`config.mk`:
```
export PLATFORM = sky130hd
export DESIGN_NAME = saao_exec
export DESIGN_NICKNAME = d
export VERILOG_FILES = /design/src/saao_pkg.sv /design/src/saao_exec.sv /design/src/saao_nib_sub.sv
export VERILOG_INCLUDE_DIRS = /design/src
export SDC_FILE = /design/constraint.sdc
export NUM_CORES = 1
export LEC_CHECK = 0
export BUFFER_PORTS_ARGS = -buffer_cell sky130_fd_sc_hd__buf_2
export CORE_UTILIZATION = 55
export DETAILED_ROUTE_END_ITERATION = 10
export GPL_TIMING_DRIVEN = 1
export PLACE_DENSITY = 0.82
export SKIP_CTS_REPAIR_TIMING = 1
export SLEW_MARGIN = 20
export SYNTH_ARGS = -nofsm -noshare
export SYNTH_HDL_FRONTEND = slang
export SYNTH_SLANG_ARGS = --single-unit
export TNS_END_PERCENT = 5
```
`constraint.sdc`:
```
create_clock -name CLK -period 13.64 [get_ports CLK]
set_input_delay 0 -clock CLK [delete_from_list [all_inputs] [get_ports CLK]]
set_output_delay 0 -clock CLK [all_outputs]
set_load 0.02 [all_outputs]
```
`src/saao_consts.svh`:
```
// Timing, length and reset constants for the subtract / AND execution unit
`ifndef SAAO_CONSTS_SVH
`define SAAO_CONSTS_SVH

// ----------------------------------------------------------------------
// Instruction lengths in bytes
// ----------------------------------------------------------------------
`define SAAO_LEN_1 3'h1
`define SAAO_LEN_2 3'h2
`define SAAO_LEN_3 3'h3

// ----------------------------------------------------------------------
// Instruction clock counts (fast area or no data access / other area)
// ----------------------------------------------------------------------
`define SAAO_CLK_4 4'h4
`define SAAO_CLK_5 4'h5
`define SAAO_CLK_6 4'h6
`define SAAO_CLK_8 4'h8
`define SAAO_CLK_9 4'h9

// ----------------------------------------------------------------------
// Reset values
// ----------------------------------------------------------------------
`define SAAO_RST_BYTE 8'h00
`define SAAO_RST_ADDR 16'h0000
`define SAAO_RST_FLAG 1'h0

`endif

```
`src/saao_pkg.sv`:
```
// Types shared by the subtract / AND execution unit
package saao_pkg;

    // ------------------------------------------------------------------
    // Operation group
    // ------------------------------------------------------------------
    typedef enum logic [2:0] {
        SAAO_OP_SUB  = 3'h1,
        SAAO_OP_SUBB = 3'h2,
        SAAO_OP_AND  = 3'h4
    } saao_op_t;

    // ------------------------------------------------------------------
    // Addressing forms
    // ------------------------------------------------------------------
    typedef enum logic [9:0] {
        SAAO_M_A_IMM     = 10'h001,
        SAAO_M_SADDR_IMM = 10'h002,
        SAAO_M_A_R       = 10'h004,
        SAAO_M_R_A       = 10'h008,
        SAAO_M_A_SADDR   = 10'h010,
        SAAO_M_A_ABS     = 10'h020,
        SAAO_M_A_PTR     = 10'h040,
        SAAO_M_A_PTR_D   = 10'h080,
        SAAO_M_A_PTR_B   = 10'h100,
        SAAO_M_A_PTR_C   = 10'h200
    } saao_mode_t;

    // ------------------------------------------------------------------
    // Sequencer states
    // ------------------------------------------------------------------
    typedef enum logic [1:0] {
        SAAO_S_IDLE = 2'h1,
        SAAO_S_RUN  = 2'h2
    } saao_state_t;

endpackage : saao_pkg

```
`src/saao_exec.sv`:
```
// Execution unit for the subtract, subtract-with-borrow and AND group
`timescale 1ns/1ps
`include "saao_consts.svh"
module saao_exec #(
    parameter logic [15:0] SADDR_BASE = 16'hff00,
    parameter logic [15:0] FAST_LO = 16'hfc00,
    parameter logic [15:0] FAST_HI = 16'hfeff
) (
    // Clock and reset
    input  wire logic CLK,
    input  wire logic RESET,
    // Instruction issue
    input  wire logic START,
    input  wire saao_pkg::saao_op_t OP,
    input  wire saao_pkg::saao_mode_t MODE,
    input  wire logic [7:0] ACC,
    input  wire logic [7:0] REG_VAL,
    input  wire logic [7:0] IMM,
    input  wire logic [7:0] SADDR_OFS,
    input  wire logic [15:0] ADDR16,
    input  wire logic [15:0] PTR_PAIR,
    input  wire logic [7:0] REG_B,
    input  wire logic [7:0] REG_C,
    output wire logic BUSY,
    // Memory read port
    output logic MEM_RD,
    output logic [15:0] MEM_ADDR,
    input  wire logic [7:0] MEM_RDATA,
    // Result write-back
    output logic DONE,
    output logic [7:0] RESULT,
    output logic ACC_WE,
    output logic REG_WE,
    output logic MEM_WE,
    // Instruction attributes
    output logic [2:0] INSTR_BYTES,
    output logic [3:0] INSTR_CLOCKS,
    // Flags
    output logic ZERO_FLAG,
    output logic AUX_CARRY_FLAG,
    output logic CARRY_FLAG
);
    import saao_pkg::*;

    // ------------------------------------------------------------------
    // Declarations
    // ------------------------------------------------------------------
    saao_state_t state_q;
    saao_op_t op_q;
    saao_mode_t mode_q;
    logic [7:0] acc_q;
    logic [7:0] reg_q;
    logic [7:0] imm_q;
    logic [7:0] opnd_q;
    logic [3:0] count_q;
    logic cap_q;
    logic [2:0] len_d;
    logic [3:0] clk_lo_d;
    logic [3:0] clk_hi_d;
    logic mem_acc_d;
    logic [15:0] addr_d;
    logic fast_d;
    logic [3:0] clocks_d;
    logic [7:0] op_x;
    logic [7:0] op_y;
    logic borrow_in;
    logic [7:0] diff;
    logic bor_lo;
    logic bor_hi;
    logic [7:0] res_d;
    logic is_and;
    logic issue;
    logic finish;

    // ------------------------------------------------------------------
    // Length, clock and addressing table per form
    // ------------------------------------------------------------------
    always_comb begin
        len_d = `SAAO_LEN_2;
        clk_lo_d = `SAAO_CLK_4;
        clk_hi_d = `SAAO_CLK_4;
        mem_acc_d = 1'b0;
        addr_d = ADDR16;
        unique case (MODE)
            SAAO_M_A_IMM: begin
                len_d = `SAAO_LEN_2;
            end
            SAAO_M_SADDR_IMM: begin
                len_d = `SAAO_LEN_3;
                clk_lo_d = `SAAO_CLK_6;
                clk_hi_d = `SAAO_CLK_8;
                mem_acc_d = 1'b1;
                addr_d = 16'(SADDR_BASE + {8'h00, SADDR_OFS});
            end
            SAAO_M_A_R, SAAO_M_R_A: begin
                len_d = `SAAO_LEN_2;
            end
            SAAO_M_A_SADDR: begin
                len_d = `SAAO_LEN_2;
                clk_hi_d = `SAAO_CLK_5;
                mem_acc_d = 1'b1;
                addr_d = 16'(SADDR_BASE + {8'h00, SADDR_OFS});
            end
            SAAO_M_A_ABS: begin
                len_d = `SAAO_LEN_3;
                clk_lo_d = `SAAO_CLK_8;
                clk_hi_d = `SAAO_CLK_9;
                mem_acc_d = 1'b1;
                addr_d = ADDR16;
            end
            SAAO_M_A_PTR: begin
                len_d = `SAAO_LEN_1;
                clk_hi_d = `SAAO_CLK_5;
                mem_acc_d = 1'b1;
                addr_d = PTR_PAIR;
            end
            SAAO_M_A_PTR_D, SAAO_M_A_PTR_B, SAAO_M_A_PTR_C: begin
                len_d = `SAAO_LEN_2;
                clk_lo_d = `SAAO_CLK_8;
                clk_hi_d = `SAAO_CLK_9;
                mem_acc_d = 1'b1;
                if (MODE == SAAO_M_A_PTR_D) begin
                    addr_d = 16'(PTR_PAIR + {8'h00, IMM});
                end else if (MODE == SAAO_M_A_PTR_B) begin
                    addr_d = 16'(PTR_PAIR + {8'h00, REG_B});
                end else begin
                    addr_d = 16'(PTR_PAIR + {8'h00, REG_C});
                end
            end
            default: begin
                len_d = `SAAO_LEN_2;
            end
        endcase
    end

    // ------------------------------------------------------------------
    // Area select for the clock count; same table for every group
    // ------------------------------------------------------------------
    assign fast_d = !mem_acc_d || ((addr_d >= FAST_LO) && (addr_d <= FAST_HI));
    assign clocks_d = fast_d ? clk_lo_d : clk_hi_d;

    // ------------------------------------------------------------------
    // Operand selection from the captured instruction
    // ------------------------------------------------------------------
    assign op_x = (mode_q == SAAO_M_SADDR_IMM) ? opnd_q :
                  (mode_q == SAAO_M_R_A) ? reg_q : acc_q;
    assign op_y = (mode_q == SAAO_M_A_IMM || mode_q == SAAO_M_SADDR_IMM) ? imm_q :
                  (mode_q == SAAO_M_A_R) ? reg_q :
                  (mode_q == SAAO_M_R_A) ? acc_q : opnd_q;

    // ------------------------------------------------------------------
    // Arithmetic: two slices so the bit-3 borrow is visible
    // ------------------------------------------------------------------
    assign is_and = (op_q == SAAO_OP_AND);
    assign borrow_in = (op_q == SAAO_OP_SUBB) && CARRY_FLAG;

    saao_nib_sub #(
        .W(4)
    ) u_lo (
        .a(op_x[3:0]),
        .b(op_y[3:0]),
        .bin(borrow_in),
        .diff(diff[3:0]),
        .bout(bor_lo)
    );

    saao_nib_sub #(
        .W(4)
    ) u_hi (
        .a(op_x[7:4]),
        .b(op_y[7:4]),
        .bin(bor_lo),
        .diff(diff[7:4]),
        .bout(bor_hi)
    );

    assign res_d = is_and ? (op_x & op_y) : diff;

    // ------------------------------------------------------------------
    // Sequencer strobes
    // ------------------------------------------------------------------
    assign BUSY = (state_q == SAAO_S_RUN);
    assign issue = START && (state_q == SAAO_S_IDLE);
    assign finish = (state_q == SAAO_S_RUN) && (count_q == 4'h1);

    // ------------------------------------------------------------------
    // State and clock counter: one count per CLK cycle
    // ------------------------------------------------------------------
    always_ff @(posedge CLK) begin
        if (RESET) begin
            state_q <= SAAO_S_IDLE;
            count_q <= 4'h0;
        end else if (issue) begin
            state_q <= SAAO_S_RUN;
            count_q <= clocks_d - 4'h1;
        end else if (finish) begin
            state_q <= SAAO_S_IDLE;
            count_q <= 4'h0;
        end else if (state_q == SAAO_S_RUN) begin
            count_q <= count_q - 4'h1;
        end
    end

    // ------------------------------------------------------------------
    // Instruction capture
    // ------------------------------------------------------------------
    always_ff @(posedge CLK) begin
        if (RESET) begin
            op_q <= SAAO_OP_SUB;
            mode_q <= SAAO_M_A_IMM;
            acc_q <= `SAAO_RST_BYTE;
            reg_q <= `SAAO_RST_BYTE;
            imm_q <= `SAAO_RST_BYTE;
            INSTR_BYTES <= 3'h0;
            INSTR_CLOCKS <= 4'h0;
        end else if (issue) begin
            op_q <= OP;
            mode_q <= MODE;
            acc_q <= ACC;
            reg_q <= REG_VAL;
            imm_q <= IMM;
            INSTR_BYTES <= len_d;
            INSTR_CLOCKS <= clocks_d;
        end
    end

    // ------------------------------------------------------------------
    // Memory operand read: strobe one cycle, data taken a cycle later
    // ------------------------------------------------------------------
    always_ff @(posedge CLK) begin
        if (RESET) begin
            MEM_RD <= 1'b0;
            MEM_ADDR <= `SAAO_RST_ADDR;
            cap_q <= 1'b0;
            opnd_q <= `SAAO_RST_BYTE;
        end else begin
            MEM_RD <= issue && mem_acc_d;
            cap_q <= MEM_RD;
            if (issue) begin
                MEM_ADDR <= addr_d;
            end
            if (cap_q) begin
                opnd_q <= MEM_RDATA;
            end
        end
    end

    // ------------------------------------------------------------------
    // Write-back strobes and result
    // ------------------------------------------------------------------
    always_ff @(posedge CLK) begin
        if (RESET) begin
            DONE <= 1'b0;
            ACC_WE <= 1'b0;
            REG_WE <= 1'b0;
            MEM_WE <= 1'b0;
            RESULT <= `SAAO_RST_BYTE;
        end else begin
            DONE <= finish;
            ACC_WE <= finish && (mode_q != SAAO_M_R_A) && (mode_q != SAAO_M_SADDR_IMM);
            REG_WE <= finish && (mode_q == SAAO_M_R_A);
            MEM_WE <= finish && (mode_q == SAAO_M_SADDR_IMM);
            if (finish) begin
                RESULT <= res_d;
            end
        end
    end

    // ------------------------------------------------------------------
    // Flags: AND touches zero only, subtract forms touch all three
    // ------------------------------------------------------------------
    always_ff @(posedge CLK) begin
        if (RESET) begin
            ZERO_FLAG <= `SAAO_RST_FLAG;
            AUX_CARRY_FLAG <= `SAAO_RST_FLAG;
            CARRY_FLAG <= `SAAO_RST_FLAG;
        end else if (finish) begin
            ZERO_FLAG <= (res_d == 8'h00);
            if (!is_and) begin
                AUX_CARRY_FLAG <= bor_lo;
                CARRY_FLAG <= bor_hi;
            end
        end
    end

endmodule : saao_exec

```
`src/saao_nib_sub.sv`:
```
// Subtractor slice with borrow in and borrow out
`timescale 1ns/1ps
module saao_nib_sub #(
    parameter int W = 4
) (
    // Operands
    input  wire logic [W-1:0] a,
    input  wire logic [W-1:0] b,
    input  wire logic         bin,
    // Result
    output wire logic [W-1:0] diff,
    output wire logic         bout
);
    // ------------------------------------------------------------------
    // Difference one bit wider so the top bit is the borrow
    // ------------------------------------------------------------------
    logic [W:0] wide;
    assign wide = {1'b0, a} - {1'b0, b} - {{W{1'b0}}, bin};
    assign diff = wide[W-1:0];
    assign bout = wide[W];

endmodule : saao_nib_sub

```
==> summary.txt, run 1 <==
Yosys
  – Post-synth top flop: dfxtp_1
  – Synth top area cells: dfxtp_1 32%, nand2_1 8.3%, a21oi_1 6.4%
  – Cell count after synthesis: just over 700
  – Post-synthesis net count: 843
  – Sequential fraction of the synthesis area: 0.322
  – Synth warnings: 0
  – Ys async rst share: 0
  – Netlist Area Pre-Place: 0.00559 mm²
  – Post-synth EDFFs: 0
  – Cell taking the most area after synthesis: dfxtp_1
  – Avg Inst Size Synth: just under 8 µm²
  – Top cell type's share of synthesized area: 0.322
  – FF+latch count, synth: 90
  – Synth cell types: 73

Place
  – Placer Congestion: approximately 0.94
  – Port-buffer cells: 142
  – DP HPWL: ~12000 µm

Routing
  – Drt total wl: 17000 µm
  – Routed WL per cell: approximately 17 µm
  – Via count: about 6000
  – DR vias/cell: between 5 and 6
  – # DRC: 0
  – Initial DRC count: ~480
  – Routed Antenna Nets: 0
  – DRT Pass-1 Iters: 8

Cells and area
  – Commonest non-fill, non-tap cells in the layout: 142 x buf_2, 124 x nand2_1, 90 x dfxtp_1, 72 x a21oi_1, 69 x nor2_1
  – Ratio of cells with drive above 1 in the final layout: 0.224
  – P&R area growth vs syn: 24.0%
  – Final #Nets: between 900 and 1000
  – ANT cells: 0
  – # fillers: between 800 and 900
  – Most common cell after layout, fill and taps aside: buf_2

Worst setup path
  – Reg2Reg Depth: 19
  – Critical path endpoint category: register
  – CP arrival: about 5.8 ns
  – Startpoint Class: primary input
  – Critical path fanouts, max: 8
  – Required time of the critical path: 13.92 ns
  – Crit Path Class: primary input to register

Floorplanning
  – Die ar.: roughly 0.011 mm²
  – Core Rows: 36
  – Ports: 144
  – Die Wd: between 100 and 150 µm
  – Core box area: a little under 0.01 mm²
  – Die H: 103 µm
  – Initial Util: 0.569

Global route
  – First-pass GRT wire length: about 25000 µm
  – Largest net degree at the start of global routing: 88
  – Gr ovfl total: 0
  – Antenna violations before repair: 0
  – Global Route Usage Sum: 0.299
  – Vias in the first global route: slightly above 5000

Timing
  – Max-slew headroom: 0.250
  – Hold_ws: -0.00485 ns
  – Final hold vios: 1
  – # setup viols final: 0
  – Measured slew at the worst slew-check pin: 1.12 ns
  – Slew Viols, Final: 0
  – Post-Route Setup TNS: 0 ns
  – Post-route minimum period: between 5 and 6 ns
  – Worst Skew: about 0.011 ns
  – RSZ-0062 raised after global routing: false
  – FMAX: between 150 and 200 MHz
  – Final Cycle Share: 0.402

CTS
  – CTS tree: yes
  – Clock Tree Buf Depth: 2
  – H-tree depth: 3
  – CTS Root Cell: clkbuf_8
  – CTS sink cnt: 90
  – Clock Pin Slew Worst Setup and Hold Paths: 0.09 ns
  – CTS Buf Count: 9
  – Clk_lat worst skew: between 0.3 and 0.4 ns

Power and ir drop
  – Peak VDD IR: slightly above 0.06 mV
  – Pleak: 3.06 nW
  – Pwr/cell area: about 94 mW/mm²
  – Total power: between 0.0006 and 0.0007 W

Flow run
  – Maximum capacitance violations: 0

Run status
  – Status: complete, but fails checks
  – Failing checks: hold timing

Hold path
  – Worst Hold Class: primary input to register
  – Hold depth: 3
-- worst paths after layout --
kind	start	to	slack (ns)
setup reg to reg	mode_q[5]	ZERO_FLAG	8.27
setup / recovery	MODE[2]	count_q[2]	8.16
hold reg to reg	mode_q[9]	mode_q[9]	0.46
hold / removal	PTR_PAIR[1]	MEM_ADDR[1]	-0.005
-- area by class of cell --
class                           instances  area [µm²]  share of cell area
Timing Repair Buffer                  194        1220               0.176
Clock buffer                           10         128              0.0184
Multi-Input combinational cell        549        3470               0.500
Tap cell                              133         166              0.0240
Inverter                               22        82.6              0.0119
Clock inverter                          6        66.3             0.00957
Sequential cell                        90        1800               0.260
-- layer usage --
layer,vias to the layer above,GRT usage,part of all wire
met5,-,0,0
met4,0,0.104,0.023
met3,42,0.0414,0.079
met2,322,0.505,0.49
met1,2782,0.391,0.41
li1,2810,-,-
-- power by group --
part / total [W] / internal [W] / switching (W) / leakage (nW)
combinational: 0.000171 / 0.0000707 / 0.000100 / 2.23
sequential: 0.000291 / 0.000279 / 0.0000125 / 0.736
clock: 0.000187 / 0.0000856 / 0.000102 / 0.0942
total: 0.000650 / 0.000435 / 0.000215 / 3.06
-- stage by stage --
| stage | cell area [µm²] | std cells | utilization | setup WS [ns] |
|---|---|---|---|---|
| 3_3_place_gp | 6270 | 941 | 0.638 | 8.57 |
| 3_5_place_dp | 6270 | 941 | 0.638 | 8.31 |
| 2_1_floorplan | 5590 | 710 | - | 9.04 |
| 5_1_grt | 6930 | 1004 | 0.706 | 7.79 |
| 4_1_cts | 6460 | 957 | 0.658 | 8.28 |
| 6_report | 6930 | 1004 | 0.706 | 8.16 |
-- critical path, cell delays in order --
cell	delay, ns
dlygate4sd3_1	0.55
buf_2	0.14
or3_4	0.38
or4_4	0.56
or4b_2	0.85
mux2i_1	0.19
a21oi_1	0.25
ha_1	0.34
a21oi_1	0.26
o211ai_1	0.13
a31oi_1	0.66
o211ai_1	0.24
nand3_2	0.17
nand4b_4	0.13
nor3_4	0.34
mux2_4	0.34
a211oi_2	0.19
-- registers in the layout, indices dropped and copies added, names as in the netlist, 2 cells and up --
register	cells
reg_q	8
state_q	2
imm_q	8
op_q	3
INSTR_CLOCKS	4
opnd_q	8
mode_q	10
acc_q	8
INSTR_BYTES	2
MEM_ADDR	16
RESULT	8
count_q	4
-- cells by family (layout without fill, tap and decap cells) --
kind of cell / count (synthesis) / count (layout) / share of synthesized area
fa+ha+maj: 29 / 29 / 0.0716
mux: 42 / 42 / 0.0777
flops: 90 / 90 / 0.322
simple gates: 283 / 283 / 0.244
xor+xnor: 18 / 18 / 0.0282
buf+inv: 71 / 232 / 0.0600
compound gates: 176 / 176 / 0.196
other cells: 1 / 1 / 0.000671
-- synthesized netlist by cell type (3+ instances only) --
| library cell | count |
|---|---|
| o22ai_1 | 3 |
| dfxtp_1 | 90 |
| nand3b_1 | 3 |
| a211oi_1 | 17 |
| nand2b_1 | 4 |
| nand2_1 | 124 |
| buf_1 | 3 |
| nand3_1 | 7 |
| or4b_2 | 3 |
| o21a_1 | 5 |
| and4b_1 | 3 |
| o211ai_1 | 4 |
| buf_2 | 5 |
| or4_1 | 4 |
| fa_1 | 5 |
| nand4_1 | 3 |
| nor3b_1 | 6 |
| a21oi_1 | 72 |
| mux2i_1 | 34 |
| o32ai_1 | 4 |
| mux2_2 | 7 |
| buf_6 | 6 |
| or2_2 | 3 |
| o21ai_0 | 36 |
| inv_1 | 22 |
| clkbuf_1 | 32 |
| nor3_1 | 25 |
| xnor2_1 | 5 |
| xor2_1 | 13 |
| ha_1 | 24 |
| nor2_1 | 70 |
| a31oi_1 | 6 |
| nor4_1 | 5 |
| a221oi_1 | 8 |
Power figures use the tool's default switching activity.
==> run 2: changes to the inputs <==
CORE_UTILIZATION = 54   (was 55)
PLACE_DENSITY = 0.81   (was 0.82)
clock period = 5.2 ns   (was 13.64 ns; I/O delays follow)
==> run 2 against run 1 <==
  * The flow now finishes without violations
  * Hold slack gained 0.012 ns
  * Global-route usage is essentially flat
  * Clock skew shrank 0.00075 ns
  * Critical path type is now register to register
  * Largest cell class unchanged
==> summary.txt, run 2 (synthesis results as in run 1) <==
Flow run
  – Maximum capacitance violations: 0 (unchanged)

CTS
  – CTS Buf Count: 9 (unchanged)
  – CTS sink cnt: 90 (unchanged)
  – CTS Root Cell: clkbuf_8 (unchanged)
  – CTS tree: yes (unchanged)
  – Clock Pin Slew Worst Setup and Hold Paths: 0.10 ns (was 0.09 ns)
  – Clk_lat worst skew: 0.37 ns (was 0.36 ns)
  – H-tree depth: 3 (unchanged)
  – Clock Tree Buf Depth: 2 (unchanged)

Cells and area
  – Most common cell after layout, fill and taps aside: buf_2 (unchanged)
  – Biggest register: MEM_ADDR (unchanged)
  – ANT cells: 0 (unchanged)
  – Ratio of cells with drive above 1 in the final layout: 0.233 (was 0.224)
  – Commonest non-fill, non-tap cells in the layout: 142 x buf_2, 124 x nand2_1, 90 x dfxtp_1, 72 x a21oi_1, 69 x nor2_1 (unchanged)
  – P&R area growth vs syn: 25.6% (was 24.0%)
  – Largest register FFs: 16 (unchanged)
  – Regs by FF count: MEM_ADDR: 16 flops, mode_q: 10 flops (unchanged)
  – Fin area: 0.00702 mm² (was 0.00693 mm²)
  – Final #Nets: 1009 (was 999)

Worst setup path
  – Required time of the critical path: 5.52 ns (was 13.92 ns)
  – Reg2Reg Depth: 18 (was 19)
  – Critical path fanouts, max: 8 (unchanged)
  – Startpoint Class: register (was primary input)
  – FF-to-FF End: ZERO_FLAG (unchanged)
  – CP arrival: 5.04 ns (was 5.76 ns)
  – Crit Path Class: register to register (was primary input to register)
  – Critical path endpoint category: register (unchanged)
  – R2R Path Start: mode_q[5] (unchanged)
  – Register-to-register setup slack: 0.48 ns (was 8.27 ns)

Routing
  – Via count: 5989 (was 5956)
  – DR vias/cell: 5.91 (was 5.93)
  – Initial DRC count: 539 (was 484)
  – # DRC: 0 (unchanged)
  – Routed WL per cell: 17.1 µm (was 16.9 µm)
  – DRT Pass-1 Iters: 5 (was 8)
  – Drt total wl: 17300 µm (was 17000 µm)
  – Routed Antenna Nets: 0 (unchanged)

Hold path
  – Hold depth: 3 (unchanged)
  – Hold Path Sink: mode_q[1] (was MEM_ADDR[1])
  – Hold_sp: MODE[1] (was PTR_PAIR[1])
  – Worst Hold Class: primary input to register (unchanged)

Floorplanning
  – Die ar.: 0.0108 mm² (was 0.0106 mm²)
  – Die H: 104 µm (was 103 µm)
  – Core Rows: 36 (unchanged)
  – Initial Util: 0.564 (was 0.569)
  – Die Wd: 104 µm (was 103 µm)
  – Core box area: 0.00991 mm² (was 0.00982 mm²)
  – Ports: 144 (unchanged)

Timing
  – # setup viols final: 0 (unchanged)
  – Post-Route Setup TNS: 0 ns (unchanged)
  – Max-slew headroom: 0.320 (was 0.250)
  – FMAX: 212 MHz
  – Measured slew at the worst slew-check pin: 1.02 ns (was 1.12 ns)
  – Worst Skew: 0.0105 ns (was 0.0112 ns)
  – Slew Viols, Final: 0 (unchanged)
  – Final hold vios: 0 (was 1)
  – RSZ-0062 raised after global routing: false (unchanged)
  – Final Cycle Share: 0.908
  – Post-route minimum period: between 4 and 5 ns

Place
  – Port-buffer cells: 142 (unchanged)
  – DP HPWL: 12100 µm (was 11700 µm)
  – Placer Congestion: 0.951 (was 0.941)
  – Area after DPL: 0.00633 mm² (was 0.00627 mm²)

Global route
  – Antenna violations before repair: 0 (unchanged)
  – Largest net degree at the start of global routing: 61 (was 88)
  – Gr ovfl total: 0 (unchanged)
  – Vias in the first global route: 5396 (was 5167)
  – First-pass GRT wire length: 26100 µm (was 24600 µm)
  – Global Route Usage Sum: 0.299 (about the same)

Power and ir drop
  – Peak VDD IR: 0.150 mV (was 0.0610 mV)
  – Pleak: 3.12 nW (was 3.06 nW)
  – Pwr/cell area: 245 mW/mm² (was 93.7 mW/mm²)
  – Total power: 0.00172 W (was 0.000650 W)

Run status
  – Status: finished clean (was complete, but fails checks)
## run 2: area by class of cell
| type | instances | area [µm²] |
|---|---|---|
| clock buffer | 9 | 124 |
| clock inverter | 7 | 77.6 |
| fill | 784 | 2890 |
| inverter | 22 | 82.6 |
| multi-input combinational | 549 | 3470 |
| sequential | 90 | 1800 |
| tap | 133 | 166 |
| timing repair buffer | 204 | 1300 |
## run 2: metal layers
metal | GRT usage | vias up | routed length [µm]
met4 | 0.123 | 0 | 529
li1 | - | 2828 | -
met2 | 0.496 | 322 | 8320
met3 | 0.0434 | 56 | 1460
met5 | 0 | - | 0
met1 | 0.391 | 2783 | 7040
## run 2: report_power, final
group	internal, W	total, W	switching [W]
Sequential	0.000731	0.000764	0.0000329
Clock	0.000228	0.000505	0.000278
Combinational	0.000188	0.000454	0.000266
Total	0.00115	0.00172	0.000576
## run 2: per-stage QoR
| step | utilization | setup WS, ns | hold WS [ns] | cells |
|---|---|---|---|---|
| 2_1_floorplan | - | 0.602 | 0.124 | 710 |
| 3_3_place_gp | 0.638 | 0.382 | 0.210 | 949 |
| 3_5_place_dp | 0.638 | 0.320 | 0.238 | 949 |
| 4_1_cts | 0.659 | 0.385 | -0.142 | 965 |
| 5_1_grt | 0.709 | 0.0883 | 0.00427 | 1014 |
| 6_report | 0.709 | 0.478 | 0.00742 | 1014 |
## run 2: critical path, stage by stage, from the launching register on
cell and delay [ns]:
dfxtp_1 0.34, nor4_2 0.37, nand2_1 0.08, or4_1 0.64, mux2_2 0.35, fa_1 0.18
inv_1 0.07, fa_1 0.44, o21a_1 0.19, nor2_1 0.15, xor2_1 0.14, fa_1 0.43
inv_1 0.10, ha_1 0.24, a211oi_1 0.27, xor2_1 0.17, o21ai_0 0.11, nor4_1 0.24
a22o_1 0.16
## run 2: worst max-delay path by stage
stage | start | to | slack [ns]
after CTS | mode_q[5] | ZERO_FLAG | 0.39
after detailed placement | MODE[0] | INSTR_CLOCKS[2] | 0.32
after global placement | MODE[0] | INSTR_CLOCKS[2] | 0.38
final | mode_q[5] | ZERO_FLAG | 0.48
after global routing | mode_q[5] | ZERO_FLAG | 0.09
after floorplan | MODE[4] | count_q[2] | 0.60
